## src/logic/bgrf_pkg.sv

```systemverilog
/*
  Shared constants and types for the banked general register file.
  Assumes the core drives one stack operation at a time.
*/
`default_nettype none

package bgrf_pkg;
  // ==========================================================
  // sizes
  localparam int NIB_W = 4;
  localparam int PAIR_W = 8;
  localparam int REG_CNT = 32;
  localparam int REG_AW = 5;
  localparam int BANK_W = 2;
  localparam int RIDX_W = 3;
  localparam int PSEL_W = 3;
  localparam int MEM_AW = 8;
  localparam int SP_W = 8;
  localparam int SBS_W = 2;
  localparam int RET_W = 12;
  localparam int STK_AW = SBS_W + SP_W;
  // ==========================================================
  // map and reset values
  localparam logic [MEM_AW-1:0] REG_AREA_TOP = 8'h1f;
  localparam logic [NIB_W-1:0] FIELD_RESET = 4'h0;
  localparam logic RBE_RESET = 1'b0;
  localparam logic [SP_W-1:0] SP_RESET = 8'h00;
  localparam logic [SBS_W-1:0] SBS_RESET = 2'h0;
  localparam logic [SP_W-1:0] SP_STEP = 8'h02;
  localparam int FLAG_BIT = 7;
  localparam logic [BANK_W-1:0] ALT_FLIP = 2'h1;
  // ==========================================================
  // pair codes: value is the pair's offset within a bank / 2
  typedef enum logic [1:0] {
    BGRF_PAIR_ACC = 2'b00,
    BGRF_PAIR_PTR = 2'b01,
    BGRF_PAIR_AUX = 2'b10,
    BGRF_PAIR_GP = 2'b11
  } bgrf_pair_t;
  typedef enum logic [3:0] {
    BGRF_OP_NOP = 4'b0000,
    BGRF_OP_PUSH_PAIR = 4'b0001,
    BGRF_OP_POP_PAIR = 4'b0010,
    BGRF_OP_PUSH_BANKS = 4'b0011,
    BGRF_OP_POP_BANKS = 4'b0100,
    BGRF_OP_CALL = 4'b0101,
    BGRF_OP_RET = 4'b0110,
    BGRF_OP_INT_ENTER = 4'b0111,
    BGRF_OP_INT_RET = 4'b1000
  } bgrf_op_t;
  typedef enum logic [1:0] {
    BGRF_ST_IDLE = 2'b00,
    BGRF_ST_RD_WAIT = 2'b01,
    BGRF_ST_RD_DATA = 2'b10,
    BGRF_ST_CALL_HI = 2'b11
  } bgrf_state_t;
endpackage : bgrf_pkg

`default_nettype wire

```

## src/logic/bgrf_stack_addr.sv

```systemverilog
/*
  Stack pointer and stack bank choice registers.
  Assumes inc and dec pulses never coincide.
*/
`default_nettype none

module bgrf_stack_addr (
  // clock and reset
  input wire logic clock_i,
  input wire logic rstn_i,
  // software loads
  input wire logic sp_wr_i,
  input wire logic [bgrf_pkg::SP_W-1:0] sp_wdata_i,
  input wire logic sbs_wr_i,
  input wire logic [bgrf_pkg::SBS_W-1:0] sbs_wdata_i,
  // sequencer steps
  input wire logic dec_i,
  input wire logic inc_i,
  // state
  output logic [bgrf_pkg::SP_W-1:0] sp_o,
  output logic [bgrf_pkg::SBS_W-1:0] sbs_o
);
  import bgrf_pkg::*;

  logic [SP_W-1:0] next_sp;
  logic [SBS_W-1:0] next_sbs;

  // ==========================================================
  // pointer update
  always_comb begin
    next_sp = sp_o;
    next_sbs = sbs_o;
    if (dec_i) begin
      next_sp = sp_o - SP_STEP;
    end else if (inc_i) begin
      next_sp = sp_o + SP_STEP;
    end else if (sp_wr_i) begin
      next_sp = sp_wdata_i;
    end
    if (sbs_wr_i) begin
      next_sbs = sbs_wdata_i;
    end
  end

  always_ff @(posedge clock_i or negedge rstn_i) begin
    if (!rstn_i) begin
      sp_o <= SP_RESET;
      sbs_o <= SBS_RESET;
    end else begin
      sp_o <= next_sp;
      sbs_o <= next_sbs;
    end
  end
endmodule : bgrf_stack_addr

`default_nettype wire

```

## src/logic/bgrf_core.sv

```systemverilog
/*
  Banked general register file with stack sequencing.
  Assumes the core holds op_i for one cycle while busy_o is low and
  that stack memory returns data the cycle after stk_re_o.
*/
`default_nettype none

// Operation
// - stack accesses go to stack pointer within stack bank choice
// - push, pop, call, return and interrupt all use the stack
// - four banks of eight nibbles, also seen at memory 00h-1fh
// - flag at zero forces bank zero
// - active bank is flag AND field; field top bits read zero
// - call saves the flag, return restores it
// - interrupt saves flag, loads vector value; return restores
// - field is not auto-saved; pushed with memory bank as a byte
// - flag by bit set/clear, field by bank-choose or by the banks pop
// - nibble use: accumulator plus seven other registers
// - pair use: four pairs from the active bank
// - primed pairs live in active bank with bit 0 inverted
// - accumulator pair is the 8-bit accumulator
// - pointer pair is main data pointer, aux pair secondary
// - return jumps to the address popped from the stack
module bgrf_core (
  // clock and reset
  input wire logic clock_i,
  input wire logic rstn_i,
  // bank flag and field
  input wire logic bit_on_i,
  input wire logic bit_off_i,
  input wire logic sel_wr_i,
  input wire logic [bgrf_pkg::BANK_W-1:0] sel_bank_i,
  // nibble and pair access
  input wire logic [bgrf_pkg::RIDX_W-1:0] nib_rd_idx_i,
  input wire logic nib_we_i,
  input wire logic [bgrf_pkg::RIDX_W-1:0] nib_wr_idx_i,
  input wire logic [bgrf_pkg::NIB_W-1:0] nib_wdata_i,
  input wire logic [bgrf_pkg::PSEL_W-1:0] pair_rd_sel_i,
  input wire logic pair_we_i,
  input wire logic [bgrf_pkg::PSEL_W-1:0] pair_wr_sel_i,
  input wire logic [bgrf_pkg::PAIR_W-1:0] pair_wdata_i,
  // data memory bank 0 access
  input wire logic [bgrf_pkg::MEM_AW-1:0] mem_addr_i,
  input wire logic mem_we_i,
  input wire logic [bgrf_pkg::NIB_W-1:0] mem_wdata_i,
  // stack setup
  input wire logic sp_wr_i,
  input wire logic [bgrf_pkg::SP_W-1:0] sp_wdata_i,
  input wire logic sbs_wr_i,
  input wire logic [bgrf_pkg::SBS_W-1:0] sbs_wdata_i,
  // sequencer requests
  input wire bgrf_pkg::bgrf_op_t op_i,
  input wire logic [bgrf_pkg::PSEL_W-1:0] op_pair_i,
  input wire logic [bgrf_pkg::RET_W-1:0] call_addr_i,
  input wire logic vec_rbe_i,
  input wire logic [bgrf_pkg::NIB_W-1:0] mem_bank_choice_i,
  input wire logic [bgrf_pkg::PAIR_W-1:0] stk_rdata_i,
  // bank state
  output logic bank_choice_on_o,
  output logic [bgrf_pkg::NIB_W-1:0] bank_choice_field_o,
  output logic [bgrf_pkg::BANK_W-1:0] active_bank_num_o,
  output logic [bgrf_pkg::BANK_W-1:0] alt_bank_o,
  // read data
  output logic [bgrf_pkg::NIB_W-1:0] nib_rdata_o,
  output logic [bgrf_pkg::NIB_W-1:0] acc_o,
  output logic [bgrf_pkg::PAIR_W-1:0] pair_rdata_o,
  output logic [bgrf_pkg::PAIR_W-1:0] acc_pair_o,
  output logic [bgrf_pkg::PAIR_W-1:0] ptr_pair_o,
  output logic [bgrf_pkg::PAIR_W-1:0] aux_ptr_pair_o,
  output logic [bgrf_pkg::NIB_W-1:0] mem_rdata_o,
  output logic mem_hit_o,
  // stack side
  output logic [bgrf_pkg::SP_W-1:0] stack_ptr_o,
  output logic [bgrf_pkg::SBS_W-1:0] stack_bank_choice_o,
  output logic stk_we_o,
  output logic stk_re_o,
  output logic [bgrf_pkg::STK_AW-1:0] stk_addr_o,
  output logic [bgrf_pkg::PAIR_W-1:0] stk_wdata_o,
  output logic ret_valid_o,
  output logic [bgrf_pkg::RET_W-1:0] ret_addr_o,
  output logic mbs_load_o,
  output logic [bgrf_pkg::NIB_W-1:0] mbs_data_o,
  output logic busy_o
);
  import bgrf_pkg::*;

  function automatic logic [REG_AW-1:0] pair_addr(
    input logic [BANK_W-1:0] act,
    input logic [PSEL_W-1:0] sel
  );
    logic [BANK_W-1:0] b;
    b = sel[2] ? (act ^ ALT_FLIP) : act;
    return {b, sel[1:0], 1'b0};
  endfunction : pair_addr

  // ==========================================================
  // bank selection
  logic bank_choice_on, next_on;
  logic [NIB_W-1:0] field, next_field;
  logic [BANK_W-1:0] act_bank, alt_bank;
  logic [NIB_W-1:0] regs [REG_CNT];
  logic [NIB_W-1:0] next_regs [REG_CNT];
  bgrf_state_t st, next_st;
  bgrf_op_t op_q, next_op_q;
  logic [PSEL_W-1:0] pair_q, next_pair_q;
  logic second, next_second;
  logic [PAIR_W-1:0] hold_hi, next_hold_hi;
  logic accept, rd_last, sp_dec, sp_inc;

  assign act_bank = field[1:0] & {BANK_W{bank_choice_on}};
  assign alt_bank = act_bank ^ ALT_FLIP;
  assign accept = (st == BGRF_ST_IDLE) && (op_i != BGRF_OP_NOP);
  assign rd_last = (st == BGRF_ST_RD_DATA) &&
    (second || !(op_q == BGRF_OP_RET || op_q == BGRF_OP_INT_RET));
  assign bank_choice_on_o = bank_choice_on;
  assign bank_choice_field_o = field;

  always_comb begin
    next_on = bank_choice_on;
    next_field = field;
    if (rd_last && (op_q == BGRF_OP_RET || op_q == BGRF_OP_INT_RET)) begin
      next_on = hold_hi[FLAG_BIT];
    end else if (accept && op_i == BGRF_OP_INT_ENTER) begin
      next_on = vec_rbe_i;
    end else if (bit_on_i) begin
      next_on = 1'b1;
    end else if (bit_off_i) begin
      next_on = 1'b0;
    end
    if (rd_last && op_q == BGRF_OP_POP_BANKS) begin
      next_field = {2'b00, stk_rdata_i[1:0]};
    end else if (sel_wr_i) begin
      next_field = {2'b00, sel_bank_i};
    end
  end

  always_ff @(posedge clock_i or negedge rstn_i) begin
    if (!rstn_i) begin
      bank_choice_on <= RBE_RESET;
      field <= FIELD_RESET;
    end else begin
      bank_choice_on <= next_on;
      field <= next_field;
    end
  end

  // ==========================================================
  // register storage, one write port of two nibbles
  logic wr_lo, wr_hi;
  logic [REG_AW-1:0] wr_a;
  logic [NIB_W-1:0] wr_dl, wr_dh;

  // popped pair beats memory port, which beats the core's own writes
  always_comb begin
    wr_lo = 1'b0;
    wr_hi = 1'b0;
    wr_a = '0;
    wr_dl = '0;
    wr_dh = '0;
    if (rd_last && op_q == BGRF_OP_POP_PAIR) begin
      wr_lo = 1'b1;
      wr_hi = 1'b1;
      wr_a = pair_addr(act_bank, pair_q);
      {wr_dh, wr_dl} = stk_rdata_i;
    end else if (mem_we_i && mem_addr_i <= REG_AREA_TOP) begin
      wr_lo = 1'b1;
      wr_a = mem_addr_i[REG_AW-1:0];
      wr_dl = mem_wdata_i;
    end else if (pair_we_i) begin
      wr_lo = 1'b1;
      wr_hi = 1'b1;
      wr_a = pair_addr(act_bank, pair_wr_sel_i);
      {wr_dh, wr_dl} = pair_wdata_i;
    end else if (nib_we_i) begin
      wr_lo = 1'b1;
      wr_a = {act_bank, nib_wr_idx_i};
      wr_dl = nib_wdata_i;
    end
  end

  genvar gi;
  generate
    for (gi = 0; gi < REG_CNT; gi++) begin : g_ent
      always_comb begin
        next_regs[gi] = regs[gi];
        if (wr_lo && wr_a == REG_AW'(gi)) begin
          next_regs[gi] = wr_dl;
        end
        if (wr_hi && (wr_a | 5'h01) == REG_AW'(gi)) begin
          next_regs[gi] = wr_dh;
        end
      end
      always_ff @(posedge clock_i or negedge rstn_i) begin
        if (!rstn_i) begin
          regs[gi] <= '0;
        end else begin
          regs[gi] <= next_regs[gi];
        end
      end
    end
  endgenerate

  // ==========================================================
  // registered read ports
  logic [REG_AW-1:0] pa_rd, pa_acc, pa_ptr, pa_aux;
  assign pa_rd = pair_addr(act_bank, pair_rd_sel_i);
  assign pa_acc = {act_bank, BGRF_PAIR_ACC, 1'b0};
  assign pa_ptr = {act_bank, BGRF_PAIR_PTR, 1'b0};
  assign pa_aux = {act_bank, BGRF_PAIR_AUX, 1'b0};

  always_ff @(posedge clock_i or negedge rstn_i) begin
    if (!rstn_i) begin
      active_bank_num_o <= '0;
      alt_bank_o <= '0;
      nib_rdata_o <= '0;
      acc_o <= '0;
      pair_rdata_o <= '0;
      acc_pair_o <= '0;
      ptr_pair_o <= '0;
      aux_ptr_pair_o <= '0;
      mem_rdata_o <= '0;
      mem_hit_o <= 1'b0;
    end else begin
      active_bank_num_o <= act_bank;
      alt_bank_o <= alt_bank;
      nib_rdata_o <= regs[{act_bank, nib_rd_idx_i}];
      acc_o <= regs[pa_acc];
      pair_rdata_o <= {regs[pa_rd | 5'h01], regs[pa_rd]};
      acc_pair_o <= {regs[pa_acc | 5'h01], regs[pa_acc]};
      ptr_pair_o <= {regs[pa_ptr | 5'h01], regs[pa_ptr]};
      aux_ptr_pair_o <= {regs[pa_aux | 5'h01], regs[pa_aux]};
      mem_rdata_o <= (mem_addr_i <= REG_AREA_TOP) ?
        regs[mem_addr_i[REG_AW-1:0]] : '0;
      mem_hit_o <= (mem_addr_i <= REG_AREA_TOP);
    end
  end

  // ==========================================================
  // stack sequencer
  bgrf_stack_addr u_stack (
    .clock_i(clock_i),
    .rstn_i(rstn_i),
    .sp_wr_i(sp_wr_i),
    .sp_wdata_i(sp_wdata_i),
    .sbs_wr_i(sbs_wr_i),
    .sbs_wdata_i(sbs_wdata_i),
    .dec_i(sp_dec),
    .inc_i(sp_inc),
    .sp_o(stack_ptr_o),
    .sbs_o(stack_bank_choice_o)
  );

  logic next_we, next_re, next_ret_v, next_mbs_ld;
  logic [STK_AW-1:0] next_addr;
  logic [PAIR_W-1:0] next_wdata;
  logic [RET_W-1:0] next_ret_a;
  logic [NIB_W-1:0] next_mbs_d;
  logic [SP_W-1:0] push_at;

  assign push_at = stack_ptr_o - SP_STEP;

  always_comb begin
    next_st = st;
    next_op_q = op_q;
    next_pair_q = pair_q;
    next_second = second;
    next_hold_hi = hold_hi;
    next_we = 1'b0;
    next_re = 1'b0;
    next_addr = stk_addr_o;
    next_wdata = stk_wdata_o;
    next_ret_v = 1'b0;
    next_ret_a = ret_addr_o;
    next_mbs_ld = 1'b0;
    next_mbs_d = mbs_data_o;
    sp_dec = 1'b0;
    sp_inc = 1'b0;
    case (st)
      BGRF_ST_IDLE: begin
        if (accept) begin
          next_op_q = op_i;
          next_pair_q = op_pair_i;
          next_second = 1'b0;
          // the flag rides in the high word, above the address
          next_hold_hi = {bank_choice_on, 3'b000, call_addr_i[11:8]};
          case (op_i)
            BGRF_OP_PUSH_PAIR, BGRF_OP_PUSH_BANKS,
            BGRF_OP_CALL, BGRF_OP_INT_ENTER: begin
              next_we = 1'b1;
              sp_dec = 1'b1;
              next_addr = {stack_bank_choice_o, push_at};
              if (op_i == BGRF_OP_PUSH_PAIR) begin
                next_wdata = {regs[pair_addr(act_bank, op_pair_i) | 5'h01],
                  regs[pair_addr(act_bank, op_pair_i)]};
              end else if (op_i == BGRF_OP_PUSH_BANKS) begin
                next_wdata = {mem_bank_choice_i, field};
              end else begin
                next_wdata = call_addr_i[7:0];
                next_st = BGRF_ST_CALL_HI;
              end
            end
            default: begin
              next_re = 1'b1;
              sp_inc = 1'b1;
              next_addr = {stack_bank_choice_o, stack_ptr_o};
              next_st = BGRF_ST_RD_WAIT;
            end
          endcase
        end
      end
      BGRF_ST_CALL_HI: begin
        next_we = 1'b1;
        sp_dec = 1'b1;
        next_addr = {stack_bank_choice_o, push_at};
        next_wdata = hold_hi;
        next_st = BGRF_ST_IDLE;
      end
      BGRF_ST_RD_WAIT: begin
        next_st = BGRF_ST_RD_DATA;
      end
      BGRF_ST_RD_DATA: begin
        if (rd_last) begin
          next_st = BGRF_ST_IDLE;
          if (op_q == BGRF_OP_RET || op_q == BGRF_OP_INT_RET) begin
            next_ret_v = 1'b1;
            next_ret_a = {hold_hi[3:0], stk_rdata_i};
          end
          if (op_q == BGRF_OP_POP_BANKS) begin
            next_mbs_ld = 1'b1;
            next_mbs_d = stk_rdata_i[7:4];
          end
        end else begin
          next_hold_hi = stk_rdata_i;
          next_second = 1'b1;
          next_re = 1'b1;
          sp_inc = 1'b1;
          next_addr = {stack_bank_choice_o, stack_ptr_o};
          next_st = BGRF_ST_RD_WAIT;
        end
      end
      default: begin
        next_st = BGRF_ST_IDLE;
      end
    endcase
  end

  always_ff @(posedge clock_i or negedge rstn_i) begin
    if (!rstn_i) begin
      st <= BGRF_ST_IDLE;
      op_q <= BGRF_OP_NOP;
      pair_q <= '0;
      second <= 1'b0;
      hold_hi <= '0;
      stk_we_o <= 1'b0;
      stk_re_o <= 1'b0;
      stk_addr_o <= '0;
      stk_wdata_o <= '0;
      ret_valid_o <= 1'b0;
      ret_addr_o <= '0;
      mbs_load_o <= 1'b0;
      mbs_data_o <= '0;
      busy_o <= 1'b0;
    end else begin
      st <= next_st;
      op_q <= next_op_q;
      pair_q <= next_pair_q;
      second <= next_second;
      hold_hi <= next_hold_hi;
      stk_we_o <= next_we;
      stk_re_o <= next_re;
      stk_addr_o <= next_addr;
      stk_wdata_o <= next_wdata;
      ret_valid_o <= next_ret_v;
      ret_addr_o <= next_ret_a;
      mbs_load_o <= next_mbs_ld;
      mbs_data_o <= next_mbs_d;
      busy_o <= (next_st != BGRF_ST_IDLE);
    end
  end
endmodule : bgrf_core

`default_nettype wire

```

## config.mk

```make
export PLATFORM = sky130hd
export DESIGN_NAME = bgrf_core
export DESIGN_NICKNAME = d
export VERILOG_FILES = /design/src/logic/bgrf_pkg.sv /design/src/logic/bgrf_stack_addr.sv /design/src/logic/bgrf_core.sv
export SDC_FILE = /design/constraint.sdc
export NUM_CORES = 1
export LEC_CHECK = 0
export BUFFER_PORTS_ARGS = -buffer_cell sky130_fd_sc_hd__buf_2
export CORE_MARGIN = 3
export CORE_UTILIZATION = 55
export DETAILED_ROUTE_END_ITERATION = 6
export PLACE_DENSITY = 0.79
export REMOVE_ABC_BUFFERS = 1
export SYNTH_ARGS = -nofsm -noshare
export SYNTH_HDL_FRONTEND = slang
export SYNTH_SLANG_ARGS = --single-unit
```

## constraint.sdc

```tcl
create_clock -name clock_i -period 3.2 [get_ports clock_i]
set_input_delay 0 -clock clock_i [delete_from_list [all_inputs] [get_ports clock_i]]
set_output_delay 0 -clock clock_i [all_outputs]
set_load 0.03 [all_outputs]
```

==> results_dict.tcl, run 1 <==
set metrics [dict create \
    status "completed" \
    synth_area_per_cell_um2 11.9 \
    fin_crit_sh 0.965 \
    drtIter0Drc 2292 \
    design_area_mm2 0.0187 \
    ant_nets 0 \
    power.total_mw 17.8 \
    cp_slowest_cell "a211oi_2" \
    hold_class "in -> reg" \
    required_ns 3.63 \
    clk_pin_slew_ns 0.06 \
    synth.cell_area_mm2 0.0156 \
    via_per_inst 7.25 \
    power_density_mw_per_mm2 955 \
    hp-start "pair_wdata_i[7]" \
    final_cell_mix "241 x dfrtp_1, 189 x buf_2, 154 x mux4_2" \
    cts_tree "yes" \
    drt_pass1_iterations 6 \
    cp_max_fo 12 \
    timing_worst_setup_path_type "reg -> reg" \
    core_mm2 0.0279 \
    finalWirelength_mm 56.6 \
    yosysTopAreaCellShare 0.388 \
    die-width_um 175 \
    finClkSkew_ns 0.0137 \
    dpl_worst_slack_ns 0.102 \
    grt_max_degree 106 \
    area_growth_pct 19.5 \
    maxCapViolCount 0 \
    synth_warnings 0 \
    ctsLongestPathBuffers 3 \
    synth_top_family_by_area "multiplexers" \
    fin_crit_ns 3.09 \
    ys_types 78 \
    clock_sinks 242 \
    fp-row-count 61 \
    io_buffers 190 \
    clock_latency_ns 0.55 \
    place.gp.congestion 1.00 \
    antenna_found_initial 1 \
    io_pins 193 \
    ff2ff_path_depth 8 \
    ys_seq_area_frac 0.388 \
    hold_path_depth 5 \
    synth_xor_area_frac 0.00449 \
    initial_core_util 0.561 \
    synthAdderAreaFrac 0.00561 \
    worstPathArrival_ns 3.52 \
    path_cells "inv_1 -> ha_1 -> nand2b_1 -> nor2_4 -> nand2_2 -> a211oi_2 -> nand2_1 -> mux2_2" \
    synth-simple-area-share 0.109 \
    die_h_um 175 \
    nets 1638 \
    dp_hpwl_mm 39.1 \
    cts_buffers 27 \
    final-seq-area_mm2 0.00606 \
    startpoint "st[0]$_DFF_PN0_" \
    hold_viol_final 0 \
    yosys_register_bits 242 \
    leakage_nw 7.89 \
    drc 0 \
    slew_violations 0 \
    h-tree-depth 1 \
    final_util 0.670 \
    synth_cells 1317 \
    synth-compound-area-share 0.159 \
    dpl.cell_count 1839 \
    worst_ir_drop_vdd_mv 0.516 \
    muxShareOfSynthArea 0.292 \
    synth_async_sr_flop_share 1.00 \
    cts-root-buf "clkbuf_16" \
    slowest_delay_ns 0.57 \
    worst_slack_ns 0.112 \
    vias 14100 \
    r2r-start "st[0]$_DFF_PN0_" \
    track_usage 0.368 \
    slew_headroom 0.328 \
    cp.depth 8 \
    cpLargestDelayFamily "simple AND/OR/NAND/NOR gates" \
    instances_no_fill 1939 \
    rsz0062_at_grt "no" \
    layout-drive-gt1-share 0.386 \
    synth_top_area_cell "dfrtp_1" \
    worst_pin_slew_ns 1.01 \
    wl_per_cell_um 29.2 \
    die_area_mm2 0.0305 \
    synth-main-ff-cell "dfrtp_1" \
    grt_first_pass_wirelength_mm 85.5 \
    synth_edf_count 0 \
    yosys-top-cells-area "dfrtp_1 39%, mux4_2 22%, mux2_2 6.1%" \
    grt.overflow.total 0 \
    startpoint_type "flop" \
    max_freq_mhz 324 \
    setup-violations-final 0 \
    dpl_cell_area_mm2 0.0171 \
    worst-path-buf-inv 1 \
    end_kind "flop" \
    nFillCells 1979 \
    grt_pass1_vias 13800 \
    multiInputGateArea_mm2 0.00899 \
    mostFrequentLayoutCell "dfrtp_1" \
]
[report_power, final]
| group | total (mW) | leakage [nW] | switching, mW | internal (mW) |
|---|---|---|---|---|
| clock | 3.44 | 0.481 | 1.31 | 2.13 |
| combinational | 7.82 | 4.34 | 4.16 | 3.67 |
| sequential | 6.55 | 3.07 | 2.16 | 4.39 |
[logic make-up (layout without fill, tap and decap cells)]
group / count (synthesis) / in the layout
compound gates: 315 / 315
xor+xnor: 8 / 8
fa+ha+maj: 7 / 7
buf+inv: 142 / 384
flops: 242 / 242
mux: 251 / 251
other cells: 1 / 3
simple gates: 351 / 351
[final cells by class]
class | count | area share
Antenna cell | 1 | 0.000134
Clock buffer | 32 | 0.0399
Clock inverter | 16 | 0.0127
Inverter | 13 | 0.00261
Multi-Input combinational cell | 934 | 0.482
Sequential cell | 242 | 0.325
Tap cell | 378 | 0.0253
Timing Repair Buffer | 323 | 0.113
[worst reg2reg max path, stage by stage, from the launching register on]
cell and delay (ns):
dfrtp_1 0.46, inv_1 0.16, ha_1 0.23, nand2b_1 0.16
nor2_4 0.32, nand2_2 0.34, a211oi_2 0.57, nand2_1 0.37
mux2_2 0.37
[per-layer routing]
| layer | routed length, um | share of wire | track usage |
|---|---|---|---|
| met5 | 0 | 0 | 0 |
| met3 | 7930 | 0.14 | 0.0983 |
| met4 | 3960 | 0.070 | 0.193 |
| met2 | 25600 | 0.45 | 0.564 |
| met1 | 19100 | 0.34 | 0.485 |
[state kept, by name, summed over array words and instances, names as in the netlist, 2 cells and up]
register             flops
st                       2
stk_addr_o              10
mem_rdata_o              4
op_q                     4
aux_ptr_pair_o           8
u_stack.sp_o             8
hold_hi                  8
ptr_pair_o               8
pair_rdata_o             8
active_bank_num_o        2
ret_addr_o              12
pair_q                   3
stk_wdata_o              8
nib_rdata_o              4
regs                   128
u_stack.sbs_o            2
acc_pair_o               8
bank_choice_field_o      2
mbs_data_o               4
[worst paths after layout]
kind / to / slack, ns
setup / recovery: regs[110]$_DFFE_PN0P_ / 0.11
hold / removal: regs[35]$_DFFE_PN0P_ / 0.01
setup reg to reg: regs[110]$_DFFE_PN0P_ / 0.11
hold reg to reg: stk_addr_o[9]$_DFFE_PN0P_ / 0.50
max in group asynchronous: regs[6]$_DFFE_PN0P_ / 2.16
min in group asynchronous: active_bank_num_o[0]$_DFF_PN0_ / 0.06
[synth_stat cells, types with 5 or more instances]
| cell | n |
|---|---|
| o21ai_0 | 32 |
| dfrtp_1 | 242 |
| ha_1 | 7 |
| inv_1 | 11 |
| buf_4 | 17 |
| a22oi_1 | 8 |
| nand4_1 | 6 |
| nor3_1 | 29 |
| xnor2_1 | 8 |
| o2111ai_1 | 6 |
| o211ai_1 | 6 |
| o31ai_1 | 6 |
| a221o_1 | 65 |
| and3_1 | 6 |
| a21boi_0 | 13 |
| clkbuf_1 | 80 |
| a31oi_1 | 30 |
| a21oi_1 | 49 |
| nor2b_1 | 35 |
| a21o_1 | 5 |
| nor2_1 | 109 |
| a211oi_1 | 39 |
| buf_6 | 6 |
| buf_2 | 8 |
| mux4_2 | 154 |
| o31a_1 | 6 |
| mux2_2 | 84 |
| nand3_1 | 5 |
| a22o_1 | 9 |
| nand2_1 | 118 |
| a221oi_1 | 5 |
| mux2i_1 | 12 |
| buf_1 | 18 |
[stage by stage]
| step | TNS (ns) | hold WS, ns |
|---|---|---|
| 6_report | 0 | 0.00968 |
| 5_1_grt | 0 | 0.0489 |
| 4_1_cts | 0 | 0.00579 |
| 3_5_place_dp | 0 | 0.105 |
| 3_3_place_gp | 0 | 0.0976 |
| 2_1_floorplan | -140.51 | -0.296 |
[repair_timing]
action	4_1_cts	5_1_grt
resized for setup	0	7
hold endpoints to repair	150	5
hold buffers	50	1
setup endpoints to repair	0	62
buffers inserted	0	0
No activity file was read; power rests on OpenSTA's default activity.
==> run 2: changes to the inputs <==
Settings changed: CELL_PAD_IN_SITES_DETAIL_PLACEMENT set to 0, CELL_PAD_IN_SITES_GLOBAL_PLACEMENT set to 1, CORE_UTILIZATION 55 to 48, PLACE_DENSITY 0.79 to 0.85.
==> results_dict.tcl, run 2 (synthesis results as in run 1) <==
set metrics [dict create \
    clk_pin_slew_ns 0.06 \
    leakage_nw 7.87 \
    ctsLongestPathBuffers 3 \
    status "completed" \
    drtIter0Drc 1916 \
    setup_tns_ns 0 \
    final_cell_mix "241 x dfrtp_1, 189 x buf_2, 154 x mux4_2" \
    clock_latency_ns 0.56 \
    initial_core_util 0.491 \
    core_mm2 0.0318 \
    finalWirelength_mm 56.1 \
    hold_viol_final 0 \
    drc 0 \
    worstPathArrival_ns 3.55 \
    timing_worst_setup_path_type "reg -> reg" \
    fp-row-count 65 \
    track_usage 0.315 \
    reg.largest.list "regs x128, ret_addr_o x12, stk_addr_o x10" \
    drt_pass1_iterations 5 \
    io_buffers 190 \
    final_util 0.588 \
    end_kind "flop" \
    clock_sinks 242 \
    nets 1640 \
    via_per_inst 6.91 \
    io_pins 193 \
    cts_buffers 28 \
    cts-root-buf "clkbuf_16" \
    multiInputGateArea_mm2 0.00896 \
    top_register "regs" \
    nFillCells 2636 \
    cp_slowest_cell "a211oi_2" \
    vias 13800 \
    die-width_um 186 \
    ant_nets 0 \
    h-tree-depth 1 \
    finClkSkew_ns 0.0144 \
    startpoint_type "flop" \
    final-seq-area_mm2 0.00606 \
    rsz0062_at_grt "no" \
    worst_ir_drop_vdd_mv 0.507 \
    insertedDiodeCount 0 \
    antenna_found_initial 1 \
    wl_per_cell_um 28.1 \
    grt_first_pass_wirelength_mm 84.6 \
    fin_crit_sh 0.971 \
    largest_register_ff_count 128 \
    power.total_mw 17.6 \
    grt_pass1_vias 13300 \
    slew_headroom 0.362 \
    max_freq_mhz 322 \
    slowest_delay_ns 0.55 \
    startpoint "st[0]$_DFF_PN0_" \
    worst_pin_slew_ns 0.957 \
    r2r-start "st[0]$_DFF_PN0_" \
    setup-violations-final 0 \
    dpl_cell_area_mm2 0.0172 \
    mostFrequentLayoutCell "dfrtp_1" \
    grt_max_degree 105 \
    slew_violations 0 \
    hold_class "in -> reg" \
    fin_crit_ns 3.11 \
    area_growth_pct 19.6 \
    design_area_mm2 0.0187 \
    die_area_mm2 0.0347 \
    cts_tree "yes" \
    place.gp.congestion 1.05 \
    cp_max_fo 12 \
    grt.overflow.total 0 \
    die_h_um 186 \
    maxCapViolCount 0 \
    power_density_mw_per_mm2 940 \
    worst_path_most_repeated_cell "nand2_1" \
    hp-start "pair_wdata_i[5]" \
    required_ns 3.64 \
    layout-drive-gt1-share 0.381 \
    dp_hpwl_mm 39.8 \
    path_cells "inv_1 -> ha_1 -> nor2b_1 -> nand2_1 -> o211ai_2 -> a211oi_2 -> nand2_1 -> mux2_2" \
]
[run 2: report_power, final]
group          leakage, nW  total, mW  switching [mW]  internal, mW
registers             3.07       6.52            2.13          4.39
logic                 4.33       7.70            4.03          3.68
clock network        0.468       3.34            1.30          2.04
[run 2: cell type report]
type,instances,area share
tap,435,0.0291
timing repair buffer,324,0.114
inverter,13,0.00261
multi-input combinational,934,0.479
sequential,242,0.324
clock inverter,7,0.00603
clock buffer,41,0.0450
[run 2: critical path, delay by kind of cell (launching register included)]
kind / cells / cell delay (ns)
compound gates: 2 / 0.97
fa+ha+maj: 1 / 0.26
buf+inv: 1 / 0.09
flops: 1 / 0.43
mux: 1 / 0.41
simple gates: 3 / 0.81
[run 2: routing by layer]
metal	track usage	vias up	share of wire	wire, um
met3	0.0904	225	0.13	7110
met4	0.137	2	0.051	2850
met5	0	-	0.00029	16
li1	-	5608	-	-
met2	0.488	1040	0.45	25400
met1	0.419	6912	0.37	20700
[run 2: metrics by stage]
| step | worst slack [ns] | instances | hold slack [ns] |
|---|---|---|---|
| finish | 0.0928 | 1996 | 0.0247 |
| global route | 0.00934 | 1996 | 0.0440 |
| CTS | 0.0492 | 1996 | 0.00357 |
| detailed placement | 0.182 | 1893 | 0.107 |
| global placement | 0.191 | 1893 | 0.0959 |
| floorplan | -1.57 | 1189 | -0.296 |
[run 2: worst paths after layout]
| path | slack [ns] | to | depth (start not counted) |
|---|---|---|---|
| worst max-delay path | 0.09 | regs[126]$_DFFE_PN0P_ | 8 |
| worst max register to register | 0.09 | regs[126]$_DFFE_PN0P_ | 8 |
| worst min-delay path | 0.02 | regs[49]$_DFFE_PN0P_ | 5 |
| worst min register to register | 0.50 | ret_addr_o[8]$_DFFE_PN0P_ | 1 |
| max in group asynchronous | 2.18 | u_stack.sp_o[1]$_DFFE_PN0P_ | 3 |
| min in group asynchronous | 0.05 | active_bank_num_o[0]$_DFF_PN0_ | 2 |
[run 2: timing repair]
item,4_1_cts,5_1_grt
setup endpoints to repair,0,25
endpoints found under the hold margin,156,0
hold buffers,55,0
setup buffers,0,0
gates resized for setup,0,5
==> run 3: changes to the inputs <==
Settings changed: CORE_MARGIN 3 to unset.
==> results_dict.tcl, run 3 (synthesis results as in run 1) <==
set metrics [dict create \
    required_ns 3.64 \
    drt_pass1_iterations 6 \
    mostFrequentLayoutCell "dfrtp_1" \
    maxCapViolCount 0 \
    nets 1643 \
    io_pins 193 \
    cp_slowest_cell "or3b_1" \
    startpoint_type "flop" \
    setup-violations-final 0 \
    rrSetupSlack_ns 0.13 \
    cpLargestDelayFamily "simple AND/OR/NAND/NOR gates" \
    p_clk_frac 0.183 \
    clock_sinks 242 \
    clock_latency_ns 0.56 \
    p_int_mw 9.93 \
    top_register "regs" \
    area_growth_pct 19.5 \
    hold_viol_final 0 \
    fp-row-count 65 \
    leakage_nw 7.86 \
    largest_register_ff_count 128 \
    setup_tns_ns 0 \
    path_cells "or3b_1 -> o22ai_1 -> o2bb2ai_2 -> buf_4 -> nor2_1 -> nand2_1 -> mux2_2" \
    swShare 0.430 \
    worst_slack_ns 0.128 \
    cts-root-buf "clkbuf_16" \
    postCtsSetupBuffers 0 \
    worst_ir_drop_vdd_mv 0.505 \
    dp_hpwl_mm 39.3 \
    layout-drive-gt1-share 0.376 \
    crit_end "regs[28]$_DFFE_PN0P_" \
    pwr-share-seq 0.379 \
    p_sw_mw 7.48 \
    fin_crit_ns 3.07 \
    cp_max_fo 16 \
    die_area_mm2 0.0333 \
    status "completed" \
    insertedDiodeCount 0 \
    worst_pin_slew_ns 1.01 \
    h-tree-depth 1 \
    ff2ff_path_depth 7 \
    combPwrFrac 0.438 \
    worst-path-buf-inv 1 \
    wl_per_cell_um 27.7 \
    end_kind "flop" \
    finClkSkew_ns 0.0100 \
    grt.overflow.total 0 \
    core_mm2 0.0318 \
    reg2reg_to "regs[28]$_DFFE_PN0P_" \
    slowest_delay_ns 0.56 \
    drc 0 \
    grt_first_pass_wirelength_mm 83.8 \
    startpoint "op_q[3]$_DFFE_PN0P_" \
    finalWirelength_mm 55.5 \
    place.gp.congestion 0.967 \
    grt_max_degree 107 \
    io_buffers 190 \
    slew_headroom 0.323 \
    max_freq_mhz 326 \
    via_per_inst 6.80 \
    worstPathArrival_ns 3.51 \
    ant_nets 0 \
    track_usage 0.338 \
    cts_buffers 28 \
    die_h_um 182 \
    hold_class "in -> reg" \
    power_density_mw_per_mm2 932 \
    fin_crit_sh 0.960 \
    drtIter0Drc 1719 \
    antenna_found_initial 1 \
    grt_pass1_vias 13200 \
    clk_pin_slew_ns 0.07 \
    timing_worst_setup_path_type "reg -> reg" \
    slew_violations 0 \
    cts_tree "yes" \
    vias 13600 \
    rsz0062_at_grt "no" \
    r2r-start "op_q[3]$_DFFE_PN0P_" \
    dpl_worst_slack_ns 0.0479 \
    ctsLongestPathBuffers 3 \
    cp.depth 7 \
    die-width_um 182 \
    final_cell_mix "241 x dfrtp_1, 189 x buf_2, 154 x mux4_2" \
    reg.largest.list "regs x128, ret_addr_o x12, stk_addr_o x10" \
    initial_core_util 0.491 \
]
==> run 3: cell count changes in the layout (fill, tap and decap cells not counted), sizes merged <==
cell / change
dlygate4sd3: +6
buf: -3
clkinv: +3
bufinv: -1
clkbuf: -1
==> run 3: timing repair <==
item                                    in CTS  in global routing
endpoints found under the setup margin       0                 23
hold buffers                                61                  0
gates resized for setup                      0                  4
hold endpoints to repair                   294                  0
==> run 3: worst min-delay path by stage <==
stage / startpoint / to / slack (ns) / cells after the start
floorplan: rstn_i / acc_pair_o[0]$_DFF_PN0_ / -0.30 / 0
global placement: rstn_i / ret_addr_o[4]$_DFFE_PN0P_ / -0.14 / 1
detailed placement: rstn_i / ret_addr_o[4]$_DFFE_PN0P_ / -0.14 / 1
CTS: pair_wdata_i[4] / regs[64]$_DFFE_PN0P_ / 0.003 / 5
global route: pair_wdata_i[4] / regs[64]$_DFFE_PN0P_ / 0.03 / 5
finish: pair_wdata_i[4] / regs[64]$_DFFE_PN0P_ / 0.02 / 5
==> run 3: area by class of cell <==
cell class / instances / area [um2]
fillers: 2601 / 13100
multi-input cells: 934 / 8950
clock inverters: 9 / 97.6
repair buffers: 327 / 2180
well taps: 435 / 544
flip-flops and latches: 242 / 6060
inverters: 13 / 48.8
clock buffers: 40 / 797
==> run 3: worst register-to-register path, delay by kind of cell, from the launching register on <==
kind | cells | cell delay, ns
compound gates | 2 | 0.62
mux | 1 | 0.35
simple gates | 3 | 1.29
flops | 1 | 0.43
buf+inv | 1 | 0.27
==> run 3: per-layer routing <==
layer / routed length [um] / track usage / up-vias
met4: 2940 / 0.169 / 2
met2: 25000 / 0.508 / 973
met3: 6690 / 0.0888 / 201
met1: 20800 / 0.454 / 6799
met5: 13 / 0 / -
li1: - / - / 5619
==> run 3: per-stage QoR <==
step	hold slack (ns)	total power, mW	utilization	std cells	instance area, um2
2_1_floorplan	-0.296	10.8	-	1189	15000
3_3_place_gp	-0.144	13.7	0.539	1890	17200
3_5_place_dp	-0.141	13.8	0.539	1890	17200
4_1_cts	0.00300	17.2	0.587	2000	18700
5_1_grt	0.0275	18.1	0.587	2000	18700
6_report	0.0248	17.4	0.587	2000	18700
==> run 3: power groups by stage <==
stage | Clock (mW) | Combinational (mW) | Sequential [mW]
3_5_place_dp | 0 | 7.40 | 6.45
6_report | 3.19 | 7.62 | 6.60
2_1_floorplan | 0 | 4.26 | 6.54
5_1_grt | 3.35 | 8.11 | 6.64
3_3_place_gp | 0 | 7.27 | 6.39
4_1_cts | 3.21 | 7.56 | 6.41
